File: config.mk
export PLATFORM = sky130hd
export DESIGN_NAME = paint_engine
export DESIGN_NICKNAME = d
export VERILOG_FILES = /design/src/common/paint_engine_pkg.sv /design/src/core/paint_engine.sv /design/src/core/pattern_memory.sv
export VERILOG_INCLUDE_DIRS = /design/src /design/src/common
export SDC_FILE = /design/constraint.sdc
export NUM_CORES = 2
export LEC_CHECK = 0
export BUFFER_PORTS_ARGS = -buffer_cell sky130_fd_sc_hd__clkbuf_2
export CAP_MARGIN = 15
export CORE_MARGIN = 2
export CORE_UTILIZATION = 60
export DETAILED_ROUTE_END_ITERATION = 8
export HOLD_SLACK_MARGIN = 0.06
export PLACE_DENSITY = 0.88
export RECOVER_POWER = 50
export SYNTH_ARGS = -nofsm -noshare
export SYNTH_HDL_FRONTEND = slang
export SYNTH_SLANG_ARGS = --single-unit
export TNS_END_PERCENT = 10
File: constraint.sdc
create_clock -name sys_clk_in -period 16.45 [get_ports sys_clk_in]
set_input_delay 3.29 -clock sys_clk_in [delete_from_list [all_inputs] [get_ports sys_clk_in]]
set_output_delay 3.29 -clock sys_clk_in [all_outputs]
set_load 0.03 [all_outputs]
File: src/common/paint_engine_defines.svh
// Constants for the ellipse, pattern and paint command engine.
// Function
// - Opcode bit eight selects ellipse direction.
// - Ellipse takes a, b, then X radius.
// - Current pointer unchanged after ellipse.
// - Pattern memory holds sixteen by sixteen dots.
// - Each pattern dot written one to sixteen times per axis, all to the same pixel.
// - Paint fills region bounded by edge colour.
// - Paint is solid with colour one when colours are equal or the pattern is uniform, else with the colour of the pattern dot at the held prow_q, pcol_q.
// - Unreached region pushes X, Y, pattern pointer.
// - Bit E selects equal or differing boundary.
// - Only one display window is provided.
// - Copy takes two parameter words, then finishes with no pixel moved.
`ifndef PAINT_ENGINE_DEFINES_SVH
`define PAINT_ENGINE_DEFINES_SVH
`define OPC_ELLIPSE 6'h2B
`define OPC_PATTERN_DRAW 4'hF
`define OPC_PATTERN_WRITE 6'h06
`define OPC_PAINT 6'h32
`define OPC_ABS_MOVE 6'h20
`define OPC_WRITE_PARAM 4'h1
`define OPC_COPY 4'h6
`define OPC_SCAN_COPY 4'h7
`define OPC_HI 15
`define OPC_LO 10
`define DIR_BIT 8
`define EDGE_MODE_BIT 9
`define MAG_X_LO 0
`define MAG_Y_LO 4
`define PARAM_CL0 4'h0
`define PARAM_CL1 4'h1
`define PARAM_EDGE 4'h3
`define PARAM_PTR 4'h5
`define PATTERN_ROWS 16
`define SEED_WORDS 2'h3
`define WORD_ZERO 16'h0000
`define WORD_ONES 16'hFFFF
`endif

File: src/common/paint_engine_pkg.sv
// Types for the ellipse, pattern and paint command engine.
package paint_engine_pkg;
	typedef enum logic [7:0] {
		ST_IDLE = 8'h01,
		ST_PARAM = 8'h02,
		ST_ELLIPSE = 8'h04,
		ST_PATTERN = 8'h08,
		ST_PAINT = 8'h10,
		ST_SEED = 8'h20,
		ST_COPY = 8'h40,
		ST_DONE = 8'h80
	} engine_state_type;
	typedef enum logic [2:0] {
		CMD_NONE = 3'h0,
		CMD_ELLIPSE = 3'h1,
		CMD_PATTERN = 3'h2,
		CMD_PATWRITE = 3'h3,
		CMD_PAINT = 3'h4,
		CMD_MOVE = 3'h5,
		CMD_WPARAM = 3'h6,
		CMD_COPY = 3'h7
	} command_type;
endpackage

File: src/core/paint_engine.sv
// Command engine for ellipse, pattern draw and paint operations.
`timescale 1ns/1ps
`include "paint_engine_defines.svh"
module paint_engine #(
	parameter int COORD_W = 16,
	parameter int SPAN_MAX = 1024
) (
	input wire logic sys_clk_in,
	input wire logic rst_in,
	// Command FIFO read side.
	input wire logic cmd_valid_in,
	input wire logic [15:0] cmd_data_in,
	output logic cmd_ready_out,
	// Read FIFO write side.
	output logic rfifo_valid_out,
	output logic [15:0] rfifo_data_out,
	input wire logic rfifo_ready_in,
	// Frame buffer pixel port.
	output logic pix_wr_out,
	output logic pix_rd_out,
	output logic [COORD_W-1:0] pix_x_out,
	output logic [COORD_W-1:0] pix_y_out,
	output logic [15:0] pix_color_out,
	input wire logic [15:0] pix_rd_data_in,
	// Status.
	output logic busy_out,
	output logic ellipse_cw_out,
	output logic [15:0] cur_x_out,
	output logic [15:0] cur_y_out,
	output logic window_count_out,
	// Register port.
	input wire logic [3:0] reg_addr_in,
	input wire logic [15:0] reg_wdata_in,
	input wire logic reg_wr_in,
	input wire logic reg_rd_in,
	output logic [15:0] reg_rdata_out
);
	import paint_engine_pkg::*;
	initial begin
		if (COORD_W != 16) $error("coordinates must be 16 bits");
		if (SPAN_MAX < 2) $error("span limit too small");
	end
	// ----------------------------------------
	// Registers and decode
	// ----------------------------------------
	engine_state_type state_q, state_d;
	command_type cmd_q;
	logic [15:0] color_reg_zero_q, color_reg_one_q, edge_color_reg_q;
	logic [15:0] pattern_pointer_reg_q;
	logic [15:0] current_x_q, current_y_q;
	logic [15:0] opcode_q;
	logic [15:0] par_q [3];
	logic [1:0] par_cnt_q, par_need;
	logic [4:0] pat_rows_q;
	logic [3:0] pat_wrow_q;
	logic [15:0] cx_q, cy_q;
	logic [3:0] prow_q, pcol_q, rep_x_q, rep_y_q;
	logic [15:0] seed_x_q, seed_y_q;
	logic [1:0] seed_idx_q;
	logic seen_q, dir_q, step_q;
	logic [31:0] err_q;
	logic [15:0] ex_q, ey_q;
	logic [9:0] span_q;
	logic rd_pend_q;
	command_type dec_cmd;
	logic cmd_take, par_take, pat_bit, pat_uniform;
	logic boundary_hit, wpar_take, pat_wr;
	logic [3:0] mag_x, mag_y;
	function automatic command_type decode(input logic [15:0] w);
		logic [5:0] h;
		h = w[`OPC_HI:`OPC_LO];
		if (h == `OPC_ELLIPSE) decode = CMD_ELLIPSE;
		else if (w[15:12] == `OPC_PATTERN_DRAW) decode = CMD_PATTERN;
		else if (h == `OPC_PATTERN_WRITE) decode = CMD_PATWRITE;
		else if (h == `OPC_PAINT) decode = CMD_PAINT;
		else if (h == `OPC_ABS_MOVE) decode = CMD_MOVE;
		else if (w[15:12] == `OPC_WRITE_PARAM) decode = CMD_WPARAM;
		else if (w[15:12] == `OPC_COPY || w[15:12] == `OPC_SCAN_COPY)
			decode = CMD_COPY;
		else decode = CMD_NONE;
	endfunction
	function automatic logic [1:0] params_of(input command_type c);
		case (c)
			CMD_ELLIPSE: params_of = 2'h3;
			CMD_PATWRITE: params_of = 2'h1;
			CMD_MOVE: params_of = 2'h2;
			CMD_WPARAM: params_of = 2'h1;
			CMD_COPY: params_of = 2'h2;
			default: params_of = 2'h0;
		endcase
	endfunction
	assign dec_cmd = decode(cmd_data_in);
	assign cmd_ready_out = (state_q == ST_IDLE) || (state_q == ST_PARAM)
		|| (state_q == ST_PATTERN && cmd_q == CMD_PATWRITE);
	assign cmd_take = cmd_valid_in && cmd_ready_out && state_q == ST_IDLE;
	assign par_take = cmd_valid_in && state_q == ST_PARAM;
	assign par_need = params_of(cmd_q);
	assign mag_x = opcode_q[`MAG_X_LO +: 4];
	assign mag_y = opcode_q[`MAG_Y_LO +: 4];
	assign pat_wr = (state_q == ST_PATTERN) && cmd_q == CMD_PATWRITE
		&& cmd_valid_in;
	assign wpar_take = par_take && cmd_q == CMD_WPARAM;
	assign boundary_hit = opcode_q[`EDGE_MODE_BIT]
		? (pix_rd_data_in != edge_color_reg_q)
		: (pix_rd_data_in == edge_color_reg_q);
	pattern_memory #(.ROWS(`PATTERN_ROWS)) u_pmem (
		.sys_clk_in(sys_clk_in),
		.wr_en_in(pat_wr),
		.wr_row_in(pat_wrow_q),
		.wr_data_in(cmd_data_in),
		.rd_row_in(prow_q),
		.rd_col_in(pcol_q),
		.rd_bit_out(pat_bit),
		.uniform_out(pat_uniform)
	);
	// ----------------------------------------
	// Next state
	// ----------------------------------------
	always_comb begin
		state_d = state_q;
		case (state_q)
			ST_IDLE: begin
				if (cmd_take) begin
					if (params_of(dec_cmd) != 2'h0) state_d = ST_PARAM;
					else if (dec_cmd == CMD_PATTERN) state_d = ST_PATTERN;
					else if (dec_cmd == CMD_PAINT) state_d = ST_PAINT;
				end
			end
			ST_PARAM: begin
				if (par_take && par_cnt_q == par_need - 2'h1) begin
					if (cmd_q == CMD_ELLIPSE) state_d = ST_ELLIPSE;
					else if (cmd_q == CMD_PATWRITE
						&& cmd_data_in[4:0] != 5'h00) state_d = ST_PATTERN;
					else if (cmd_q == CMD_COPY) state_d = ST_COPY;
					else state_d = ST_IDLE;
				end
			end
			ST_ELLIPSE: if (step_q && ey_q == 16'h0000) state_d = ST_DONE;
			ST_PATTERN: begin
				if (cmd_q == CMD_PATWRITE) begin
					if (pat_wr && pat_rows_q == 5'h01) state_d = ST_IDLE;
				end else if (prow_q == 4'hF && pcol_q == 4'h0
					&& rep_x_q == 4'h0 && rep_y_q == 4'h0) begin
					state_d = ST_DONE;
				end
			end
			ST_PAINT: begin
				if (rd_pend_q && boundary_hit) begin
					if (seen_q) state_d = ST_SEED;
					else state_d = ST_DONE;
				end else if (span_q == 10'(SPAN_MAX - 1)) state_d = ST_DONE;
			end
			ST_SEED: begin
				if (rfifo_ready_in && seed_idx_q == 2'h2) state_d = ST_DONE;
			end
			ST_COPY: state_d = ST_DONE;
			ST_DONE: state_d = ST_IDLE;
			default: state_d = ST_IDLE;
		endcase
	end
	always_ff @(posedge sys_clk_in) begin
		if (rst_in) state_q <= ST_IDLE;
		else state_q <= state_d;
	end
	// ----------------------------------------
	// Command capture and drawing parameters
	// ----------------------------------------
	always_ff @(posedge sys_clk_in) begin
		if (rst_in) begin
			cmd_q <= CMD_NONE;
			opcode_q <= 16'h0000;
			par_cnt_q <= 2'h0;
			pat_rows_q <= 5'h00;
			pat_wrow_q <= 4'h0;
		end else begin
			if (cmd_take) begin
				cmd_q <= dec_cmd;
				opcode_q <= cmd_data_in;
				par_cnt_q <= 2'h0;
			end
			if (par_take) begin
				par_q[par_cnt_q] <= cmd_data_in;
				par_cnt_q <= par_cnt_q + 2'h1;
				if (cmd_q == CMD_PATWRITE) begin
					pat_rows_q <= (cmd_data_in[4:0] > 5'h10)
						? 5'h10 : cmd_data_in[4:0];
					pat_wrow_q <= 4'h0;
				end
			end
			if (pat_wr) begin
				pat_wrow_q <= pat_wrow_q + 4'h1;
				pat_rows_q <= pat_rows_q - 5'h01;
			end
		end
	end
	// Parameter writes take the low nibble of the opcode as index.
	always_ff @(posedge sys_clk_in) begin
		if (rst_in) begin
			color_reg_zero_q <= 16'h0000;
			color_reg_one_q <= 16'h0000;
			edge_color_reg_q <= 16'h0000;
			pattern_pointer_reg_q <= 16'h0000;
		end else if (wpar_take || reg_wr_in) begin
			case (reg_wr_in ? reg_addr_in : opcode_q[3:0])
				`PARAM_CL0: color_reg_zero_q <= reg_wr_in ? reg_wdata_in
					: cmd_data_in;
				`PARAM_CL1: color_reg_one_q <= reg_wr_in ? reg_wdata_in
					: cmd_data_in;
				`PARAM_EDGE: edge_color_reg_q <= reg_wr_in ? reg_wdata_in
					: cmd_data_in;
				`PARAM_PTR: pattern_pointer_reg_q <= reg_wr_in
					? reg_wdata_in : cmd_data_in;
				default: ;
			endcase
		end
	end
	// ----------------------------------------
	// Current pointer and drawing walk
	// ----------------------------------------
	always_ff @(posedge sys_clk_in) begin
		if (rst_in) begin
			current_x_q <= 16'h0000;
			current_y_q <= 16'h0000;
		end else if (par_take && cmd_q == CMD_MOVE) begin
			if (par_cnt_q == 2'h0) current_x_q <= cmd_data_in;
			else current_y_q <= cmd_data_in;
		end
	end
	always_ff @(posedge sys_clk_in) begin
		if (rst_in) begin
			ex_q <= 16'h0000;
			ey_q <= 16'h0000;
			err_q <= 32'h0;
			step_q <= 1'b0;
			dir_q <= 1'b0;
		end else if (state_q == ST_PARAM && state_d == ST_ELLIPSE) begin
			ex_q <= cmd_data_in;
			ey_q <= cmd_data_in;
			err_q <= 32'h0;
			step_q <= 1'b0;
			dir_q <= opcode_q[`DIR_BIT];
		end else if (state_q == ST_ELLIPSE) begin
			step_q <= 1'b1;
			// Trades exact conic accuracy for one multiply per step.
			if (err_q[31]) begin
				err_q <= err_q + 32'(par_q[1] * ex_q);
				ex_q <= ex_q - 16'h0001;
			end else begin
				err_q <= err_q - 32'(par_q[0] * ey_q);
				ey_q <= (ey_q == 16'h0000) ? 16'h0000 : ey_q - 16'h0001;
			end
		end
	end
	always_ff @(posedge sys_clk_in) begin
		if (rst_in) begin
			prow_q <= 4'h0;
			pcol_q <= 4'h0;
			rep_x_q <= 4'h0;
			rep_y_q <= 4'h0;
		end else if (cmd_take && dec_cmd == CMD_PATTERN) begin
			prow_q <= 4'h0;
			pcol_q <= 4'hF;
			rep_x_q <= cmd_data_in[`MAG_X_LO +: 4];
			rep_y_q <= cmd_data_in[`MAG_Y_LO +: 4];
		end else if (state_q == ST_PATTERN && cmd_q == CMD_PATTERN) begin
			if (rep_x_q != 4'h0) rep_x_q <= rep_x_q - 4'h1;
			else if (pcol_q != 4'h0) begin
				pcol_q <= pcol_q - 4'h1;
				rep_x_q <= mag_x;
			end else if (rep_y_q != 4'h0) begin
				pcol_q <= 4'hF;
				rep_x_q <= mag_x;
				rep_y_q <= rep_y_q - 4'h1;
			end else begin
				prow_q <= prow_q + 4'h1;
				pcol_q <= 4'hF;
				rep_x_q <= mag_x;
				rep_y_q <= mag_y;
			end
		end
	end
	always_ff @(posedge sys_clk_in) begin
		if (rst_in) begin
			span_q <= 10'h000;
			rd_pend_q <= 1'b0;
			seen_q <= 1'b0;
			seed_x_q <= 16'h0000;
			seed_y_q <= 16'h0000;
			seed_idx_q <= 2'h0;
		end else if (cmd_take && dec_cmd == CMD_PAINT) begin
			span_q <= 10'h000;
			rd_pend_q <= 1'b0;
			seen_q <= 1'b0;
			seed_idx_q <= 2'h0;
		end else if (state_q == ST_PAINT) begin
			rd_pend_q <= ~rd_pend_q;
			if (rd_pend_q) begin
				span_q <= span_q + 10'h001;
				// The row below is never read, so any filled span that stops at the boundary seeds it.
				seen_q <= 1'b1;
				seed_x_q <= current_x_q + 16'(span_q);
				seed_y_q <= current_y_q - 16'h0001;
			end
		end else if (state_q == ST_SEED && rfifo_ready_in) begin
			seed_idx_q <= seed_idx_q + 2'h1;
		end
	end
	// ----------------------------------------
	// Outputs
	// ----------------------------------------
	logic [15:0] fill_color;
	assign fill_color = (color_reg_zero_q == color_reg_one_q || pat_uniform)
		? color_reg_one_q : (pat_bit ? color_reg_one_q : color_reg_zero_q);
	always_ff @(posedge sys_clk_in) begin
		if (rst_in) begin
			pix_wr_out <= 1'b0;
			pix_rd_out <= 1'b0;
			pix_x_out <= '0;
			pix_y_out <= '0;
			pix_color_out <= 16'h0000;
			reg_rdata_out <= 16'h0000;
		end else begin
			pix_rd_out <= state_q == ST_PAINT && !rd_pend_q;
			pix_wr_out <= state_q == ST_ELLIPSE || (state_q == ST_PAINT
				&& rd_pend_q && !boundary_hit)
				|| (state_q == ST_PATTERN && cmd_q == CMD_PATTERN);
			if (state_q == ST_ELLIPSE) begin
				pix_x_out <= dir_q ? current_x_q + ex_q : current_x_q - ex_q;
				pix_y_out <= current_y_q + ey_q;
				pix_color_out <= color_reg_one_q;
			end else if (state_q == ST_PAINT) begin
				pix_x_out <= current_x_q + 16'(span_q);
				pix_y_out <= current_y_q;
				pix_color_out <= fill_color;
			end else begin
				pix_x_out <= current_x_q + 16'(4'hF - pcol_q);
				pix_y_out <= current_y_q - 16'(prow_q);
				pix_color_out <= pat_bit ? color_reg_one_q : color_reg_zero_q;
			end
			if (reg_rd_in) begin
				case (reg_addr_in)
					`PARAM_CL0: reg_rdata_out <= color_reg_zero_q;
					`PARAM_CL1: reg_rdata_out <= color_reg_one_q;
					`PARAM_EDGE: reg_rdata_out <= edge_color_reg_q;
					`PARAM_PTR: reg_rdata_out <= pattern_pointer_reg_q;
					default: reg_rdata_out <= 16'h0000;
				endcase
			end
		end
	end
	assign rfifo_valid_out = state_q == ST_SEED;
	assign rfifo_data_out = (seed_idx_q == 2'h0) ? seed_x_q
		: (seed_idx_q == 2'h1) ? seed_y_q : pattern_pointer_reg_q;
	assign busy_out = state_q != ST_IDLE;
	assign ellipse_cw_out = dir_q;
	assign cur_x_out = current_x_q;
	assign cur_y_out = current_y_q;
	assign window_count_out = 1'b1;
endmodule

File: src/core/pattern_memory.sv
// Sixteen-row pattern memory with word write and bit read.
`timescale 1ns/1ps
`include "paint_engine_defines.svh"
module pattern_memory #(
	parameter int ROWS = `PATTERN_ROWS
) (
	input wire logic sys_clk_in,
	input wire logic wr_en_in,
	input wire logic [3:0] wr_row_in,
	input wire logic [15:0] wr_data_in,
	input wire logic [3:0] rd_row_in,
	input wire logic [3:0] rd_col_in,
	output logic rd_bit_out,
	output logic uniform_out
);
	logic [15:0] mem_q [ROWS];
	logic [ROWS-1:0] row_ones;
	logic [ROWS-1:0] row_zero;
	initial begin
		if (ROWS != 16) $error("pattern memory must have 16 rows");
	end
	always_ff @(posedge sys_clk_in) begin
		if (wr_en_in) mem_q[wr_row_in] <= wr_data_in;
	end
	genvar g;
	generate
		for (g = 0; g < ROWS; g++) begin : g_row
			assign row_ones[g] = (mem_q[g] == `WORD_ONES);
			assign row_zero[g] = (mem_q[g] == `WORD_ZERO);
		end
	endgenerate
	assign rd_bit_out = mem_q[rd_row_in][4'hF - rd_col_in];
	assign uniform_out = (&row_ones) | (&row_zero);
endmodule

# After elaboration in Yosys (flattened, before gate mapping)

Memory sizes are Yosys's and may differ from the RTL's. A register that Yosys moved wholly into a read port is not among the register bits.
Cells that the tools add are included.

Magnitude comparators: 2
$mul: 2
$add $sub $neg: 23
Reductions and logical operators: 92
Multiplexer cells: 81
Bitwise operators: 8
Equality and inequality tests: 64

Operators by type and width:

| operator              | number |
|---|---|
| $mux 16               | 19 |
| $logic_not 16->1      | 17 |
| $eq 16x16->1 const B  | 16 |
| $mux 8                | 13 |
| $mux 4                | 18 |
| $mul 16x16->32        | 2 |
| $pmux 16 s4           | 1 |
| $pmux 8 s7            | 1 |
| $add 16x16->16        | 3 |
| $sub 16x1->16 const B | 3 |
| $add 32x32->32        | 1 |
| $eq 16x16->1          | 2 |
| $mux 32               | 1 |
| $reduce_and 16->1     | 2 |
| $sub 32x32->32        | 1 |
| $logic_and 1x1->1     | 24 |
| $reduce_and 2->1      | 12 |
| $eq 3x3->1 const B    | 7 |
| $mux 3                | 7 |
| $mux 7                | 3 |
| $logic_not 4->1       | 5 |
| $mux 5                | 4 |
| $eq 6x6->1 const B    | 3 |
| $add 16x10->16        | 1 |
| other kinds (50)      | 106 |

RAM bits: 304
Output and inout port bits: 119
Memories kept: 2
Input bits: 58
Register bits after elaboration: 322

Memories:

| memory       | words | width | read ports | clocked after Yosys merged registers in | wr ports | RTL line             | source |
|---|---|---|---|---|---|---|---|
| u_pmem.mem_q | 16    | 16    | 17         | 1                                       | 1        | pattern_memory.sv:16 | `logic [15:0] mem_q [ROWS];` |
| par_q        | 3     | 16    | 2          | 0                                       | 1        | paint_engine.sv:52   | `logic [15:0] par_q [3];` |

# Longest topological paths before layout

Word-level depth: 22
Depth in mapped cells: 26
Mapped depth without buffers: 23

# Modules after synthesis

A second synthesis with hierarchy kept.

Cells, all modules: 5125
Area, all modules: 48579.1 um^2

Modules (own cells, without submodules):

| module         | area each (um^2) | sequential area each (um^2) | instances | cells an instance |
|---|---|---|---|---|
| paint_engine   | 37463.4          | 7407.1                      | 1         | 4435 |
| pattern_memory | 11115.7          | 7687.4                      | 1         | 690 |

# Least setup slack after synthesis

OpenSTA, ideal clock, no wires.

Kind: reg-to-reg
Start point: register ey_q[4]
End point: register err_q[29]
Library setup time: 0.095 ns
Cell stages (with the launch flop): 24
Data arrival time: 6.327 ns
Clock period less this slack: 6.422 ns
Path slack: 10.028 ns
Required time: 16.355 ns
Cell sequence: dfxtp_1 -> clkbuf_1 -> buf_1 -> nand2_1 -> fa_1 -> inv_1 -> fa_1 -> fa_1 -> inv_1 -> fa_1 -> fa_1 -> inv_1 -> fa_1 -> inv_1 -> ha_1 -> and3_1 -> nand3_1 -> or3_1 -> o21a_1 -> nand4_1 -> a31oi_1 -> or3b_2 -> a31o_2 -> a221oi_1

Word-level cells in the longest chain between the ends: 7

RTL lines:

| item                                                   | RTL line            | source |
|---|---|---|
| start: declaration                                     | paint_engine.sv:62  | `logic [15:0] ex_q, ey_q;` |
| start signal: assignment                               | paint_engine.sv:238 | `ey_q <= cmd_data_in;` |
| start signal: assignment                               | paint_engine.sv:250 | `ey_q <= (ey_q == 16'h0000) ? 16'h0000 : ey_q - 16'h0001;` |
| branches (longest 7 deep; another with $mul 16x16->32) | n/a                 |  |
| end signal: assignment                                 | paint_engine.sv:246 | `err_q <= err_q + 32'(par_q[1] * ex_q);` |
| end signal: assignment                                 | paint_engine.sv:249 | `err_q <= err_q - 32'(par_q[0] * ey_q);` |
| end: declaration                                       | paint_engine.sv:61  | `logic [31:0] err_q;` |

Several ways; the timed one is not identified.
A chain may end at the register's enable or synchronous reset.

# Worst setup path in the final report

Start point: input rst_in
End point: memory par_q[1][5], enable pin

Word-level cells in the longest chain between the ends: 2

RTL lines:

| item                         | RTL line            | source |
|---|---|---|
| start: declaration           | paint_engine.sv:9   | `input wire logic rst_in,` |
| $mux 1                       | paint_engine.sv:169 | `if (rst_in) begin` |
| $mux 1 (implied by the code) | paint_engine.sv:182 | `par_q[par_cnt_q] <= cmd_data_in;` |
| end: declaration             | paint_engine.sv:52  |  |

No other way between the ends.

==> flow_metrics.env <==
export IMPL_max_cap_viol_count=23
export IMPL_grt_busiest_layer="met2"
export IMPL_dp_cells=6108
export IMPL_grt_ovfl_total=0
export IMPL_fin_skew_ps=39.9
export IMPL_core_area_mm2=0.0804
export IMPL_synth_edf_count=288
export IMPL_hold_end="seed_x_q[5]$_SDFFE_PP0P_"
export IMPL_clock_latency_ps=640
export IMPL_root_buffer="clkbuf_16"
export IMPL_max_freq_ghz=0.113
export IMPL_holdBufCountCts=0
export IMPL_drt_iter0_drc=4777
export IMPL_clockBufferDepth=3
export IMPL_required_ps=16650
export IMPL_crit_arrival_ps=9030
export IMPL_fin_cells=6235
export IMPL_grtUsageMet3_pct=7.35
export IMPL_use_met1_pct=42.9
export IMPL_vias_per_cell=6.47
export IMPL_synthesis_nets=5870
export IMPL_synth_area_mm2=0.0486
export IMPL_die_h_um=289
export IMPL_postCtsSetupRepairBufs=0
export IMPL_synth_flop_cell="dfxtp_1"
export IMPL_avgRoutedWirePerCell_um=22.7
export IMPL_r2r_end="err_q[29]$_SDFFE_PP0P_"
export IMPL_drv_slew=650
export IMPL_antenna_found_initial=0
export IMPL_pin_count=177
export IMPL_powerDensity_mw_per_mm2=63.8
export IMPL_clk_pin_slew_ps=60
export IMPL_vias=40345
export IMPL_violations="capacitance limit, slew limit"
export IMPL_r2r_start="ey_q[1]$_SDFFE_PP0P_"
export IMPL_ant_nets=0
export IMPL_worstMarginPinSlew_ps=5060
export IMPL_cts_tree="built"
export IMPL_rows=104
export IMPL_worstPathMaxFanout=106
export IMPL_ff2ff_setup_slack_ps=9460
export IMPL_ys_types=83
export IMPL_grt_first_pass_wirelength_mm=223
export IMPL_worst_ir_drop_vdd_mv=0.101
export IMPL_grt_pass1_vias=40719
export IMPL_final_nets=5901
export IMPL_start_kind="input pin"
export IMPL_ys_async_sr_fraction_pct=0
export IMPL_hold_path_class="reg -> reg"
export IMPL_track_usage_pct=34.5
export IMPL_cp_end_kind="flop"
export IMPL_postSynthAreaPerCell_um2=9.56
export IMPL_cts_buffers=67
export IMPL_hold_start="seed_x_q[5]$_SDFFE_PP0P_"
export IMPL_finalCritPeriodShare_pct=53.7
export IMPL_yosys_warnings=0
export IMPL_fin_setup_tns_ps=0
export IMPL_post_dp_hpwl_mm=101
export IMPL_finalWeightedCongestion=0.984
export IMPL_remaining_drc_errors=0
export IMPL_clock_sinks=614
export IMPL_whs_path_depth=2
export IMPL_status="finished, violations left"
export IMPL_hold_violations=0
export IMPL_io_buffers=175
export IMPL_setup_viol=0
export IMPL_yosysSeqAreaShare_pct=31.2
export IMPL_die_area_mm2=0.0834
export IMPL_synth_seq_cells=614
export IMPL_use_met2_pct=54.7
export IMPL_slew_headroom_pct=-237
export IMPL_rsz0062_at_grt="no"
export IMPL_die_w_um=289
export IMPL_r2r_cells=21
export IMPL_ctsResizeCount=0
export IMPL_wl_mm=142
export IMPL_grt_max_degree=167
export IMPL_initial_utilization_pct=60.5
export IMPL_postSynthCellCount=5089
export IMPL_p_leak_nw=21.8
export IMPL_htree_levels=3
export IMPL_syn_to_final_growth_pct=7.85
export IMPL_drt_pass1_iterations=9
export IMPL_critPathKind="in -> reg"
export IMPL_drive_gt1_share_pct=7.48
export IMPL_period_needed_ps=8840
## layout make-up
type	instances	area, µm²
Multi-Input combinational cell	3529	29900
Fill cell	6107	28000
Sequential cell	614	15200
Inverter	685	2570
Clock buffer	89	1900
Tap cell	1060	1330
Timing Repair Buffer	223	1170
Clock inverter	33	398
Antenna cell	2	5.00
## placed cells by master, fill, tap and decap left out, types with 10 or more instances in the layout
master	count
a31oi_1	27
nand3_1	63
nor2_1	425
and2_1	263
o22ai_1	11
inv_1	682
nor3_1	92
o21ai_0	133
dfxtp_1	324
clkinv_2	11
nor2b_1	24
o21bai_1	16
o211ai_1	16
buf_4	33
o21a_1	16
a22oi_1	43
edfxtp_1	288
mux4_2	52
clkbuf_2	142
xnor2_1	104
clkbuf_16	71
nand4_1	109
and3_1	24
nor4_1	111
or3_1	24
a211oi_1	131
nand2_1	453
a222oi_1	10
ha_1	266
a221oi_1	20
mux2_2	20
a21o_1	41
a21oi_1	214
xor2_1	79
nand2b_1	34
fa_1	457
o31ai_1	13
mux2i_1	103
clkbuf_1	57
or2_2	11
## critical path: stages
cell and delay, ps:
clkbuf_1 3460, inv_1 1220, and3_1 940
## Yosys cell counts (5+ instances only)
master / count / area, µm²
fa_1: 457 / 9150
o21bai_1: 16 / 120
ha_1: 266 / 3330
a21oi_1: 214 / 1070
xnor2_1: 104 / 911
clkbuf_1: 230 / 863
buf_2: 8 / 40.0
a311oi_1: 6 / 52.6
nand3_1: 63 / 315
dfxtp_1: 326 / 6530
a31oi_1: 27 / 169
inv_1: 682 / 2560
nand3b_1: 9 / 67.6
nand2b_1: 34 / 213
mux2i_1: 103 / 1030
a22oi_1: 43 / 323
nand2_1: 454 / 1700
mux2_2: 20 / 225
edfxtp_1: 288 / 8650
and2_1: 263 / 1650
a21boi_0: 8 / 60.1
o22ai_1: 11 / 68.8
o21a_1: 16 / 120
a21o_1: 41 / 308
or3_1: 24 / 150
nor2b_1: 24 / 150
o31ai_1: 13 / 97.6
nor3_1: 95 / 475
and3_1: 25 / 156
xor2_1: 79 / 692
a211o_1: 9 / 78.8
o21ai_0: 133 / 666
a2111oi_0: 5 / 43.8
o221ai_1: 6 / 52.6
nor2_1: 428 / 1610
a211oi_1: 131 / 983
a222oi_1: 10 / 100
buf_1: 16 / 60.1
a221oi_1: 20 / 175
nand4_1: 109 / 682
mux4_1: 8 / 210
or2_2: 11 / 68.8
o211ai_1: 16 / 120
nor4_1: 112 / 701
mux4_2: 52 / 1170
## worst max path at each step
stage | from | endpoint | slack, ps | cells after the start
3_3_place_gp | ex_q[1]$_SDFFE_PP0P_ | err_q[28]$_SDFFE_PP0P_ | 9740 | 20
2_1_floorplan | ey_q[4]$_SDFFE_PP0P_ | err_q[29]$_SDFFE_PP0P_ | 10030 | 23
4_1_cts | ey_q[1]$_SDFFE_PP0P_ | err_q[29]$_SDFFE_PP0P_ | 9560 | 21
3_5_place_dp | ey_q[1]$_SDFFE_PP0P_ | err_q[29]$_SDFFE_PP0P_ | 9610 | 21
5_1_grt | rst_in | par_q[1][7]$_DFFE_PP_ | 7410 | 3
6_report | rst_in | par_q[1][5]$_DFFE_PP_ | 7610 | 3
## registers in the layout, indices dropped and copies added, names as in the netlist, 16 cells and up, named ones only
name,cells
color_reg_one_q,16
color_reg_zero_q,16
cur_x_out,16
cur_y_out,16
edge_color_reg_q,16
err_q,32
ex_q,16
ey_q,16
par_q,32
pattern_pointer_reg_q,16
pix_color_out,16
pix_x_out,16
pix_y_out,16
reg_rdata_out,16
seed_x_q,16
seed_y_q,16
u_pmem.mem_q,256
## routing by layer
metal  vias up  wire length, µm
met5         -                0
met4         0            11100
met3       702            16600
met2      2861            64900
met1     19471            49000
li1      17311                -
## logic make-up (layout without fill, tap and decap cells)
group,count (synthesis),in the layout,share of synthesized area (%)
multiplexers,183,183,5.42
flip-flops,614,614,31.2
AO/OA/AOI/OAI,768,768,10.3
AND/OR/NAND/NOR,1671,1671,16.7
XOR/XNOR,183,183,3.30
adder cells (fa/ha/maj),723,723,25.7
buffers and inverters,946,1030,7.43
other,1,3,0.00771
## per-stage QoR
| step | total power [mW] | utilization (%) | hold WS (ps) | setup WS (ps) | instance area, µm² |
|---|---|---|---|---|---|
| 6_report | 3.35 | 65.2 | 461 | 7610 | 52500 |
| 5_1_grt | 3.42 | 65.2 | 482 | 7410 | 52400 |
| 4_1_cts | 3.34 | 65.3 | 456 | 9560 | 52500 |
| 3_5_place_dp | 1.80 | 62.4 | 450 | 9610 | 50200 |
| 3_3_place_gp | 1.79 | 62.4 | 443 | 9740 | 50200 |
| 2_1_floorplan | 1.73 | - | 433 | 10030 | 48600 |
## report_power, final
part	switching, mW	total, mW	leakage, nW	internal, mW
clock	0.678	1.57	1.13	0.896
combinational	0.112	0.150	15.5	0.0381
sequential	0.0130	1.62	5.22	1.61
total	0.803	3.35	21.8	2.54
Power figures use the tool's default switching activity.
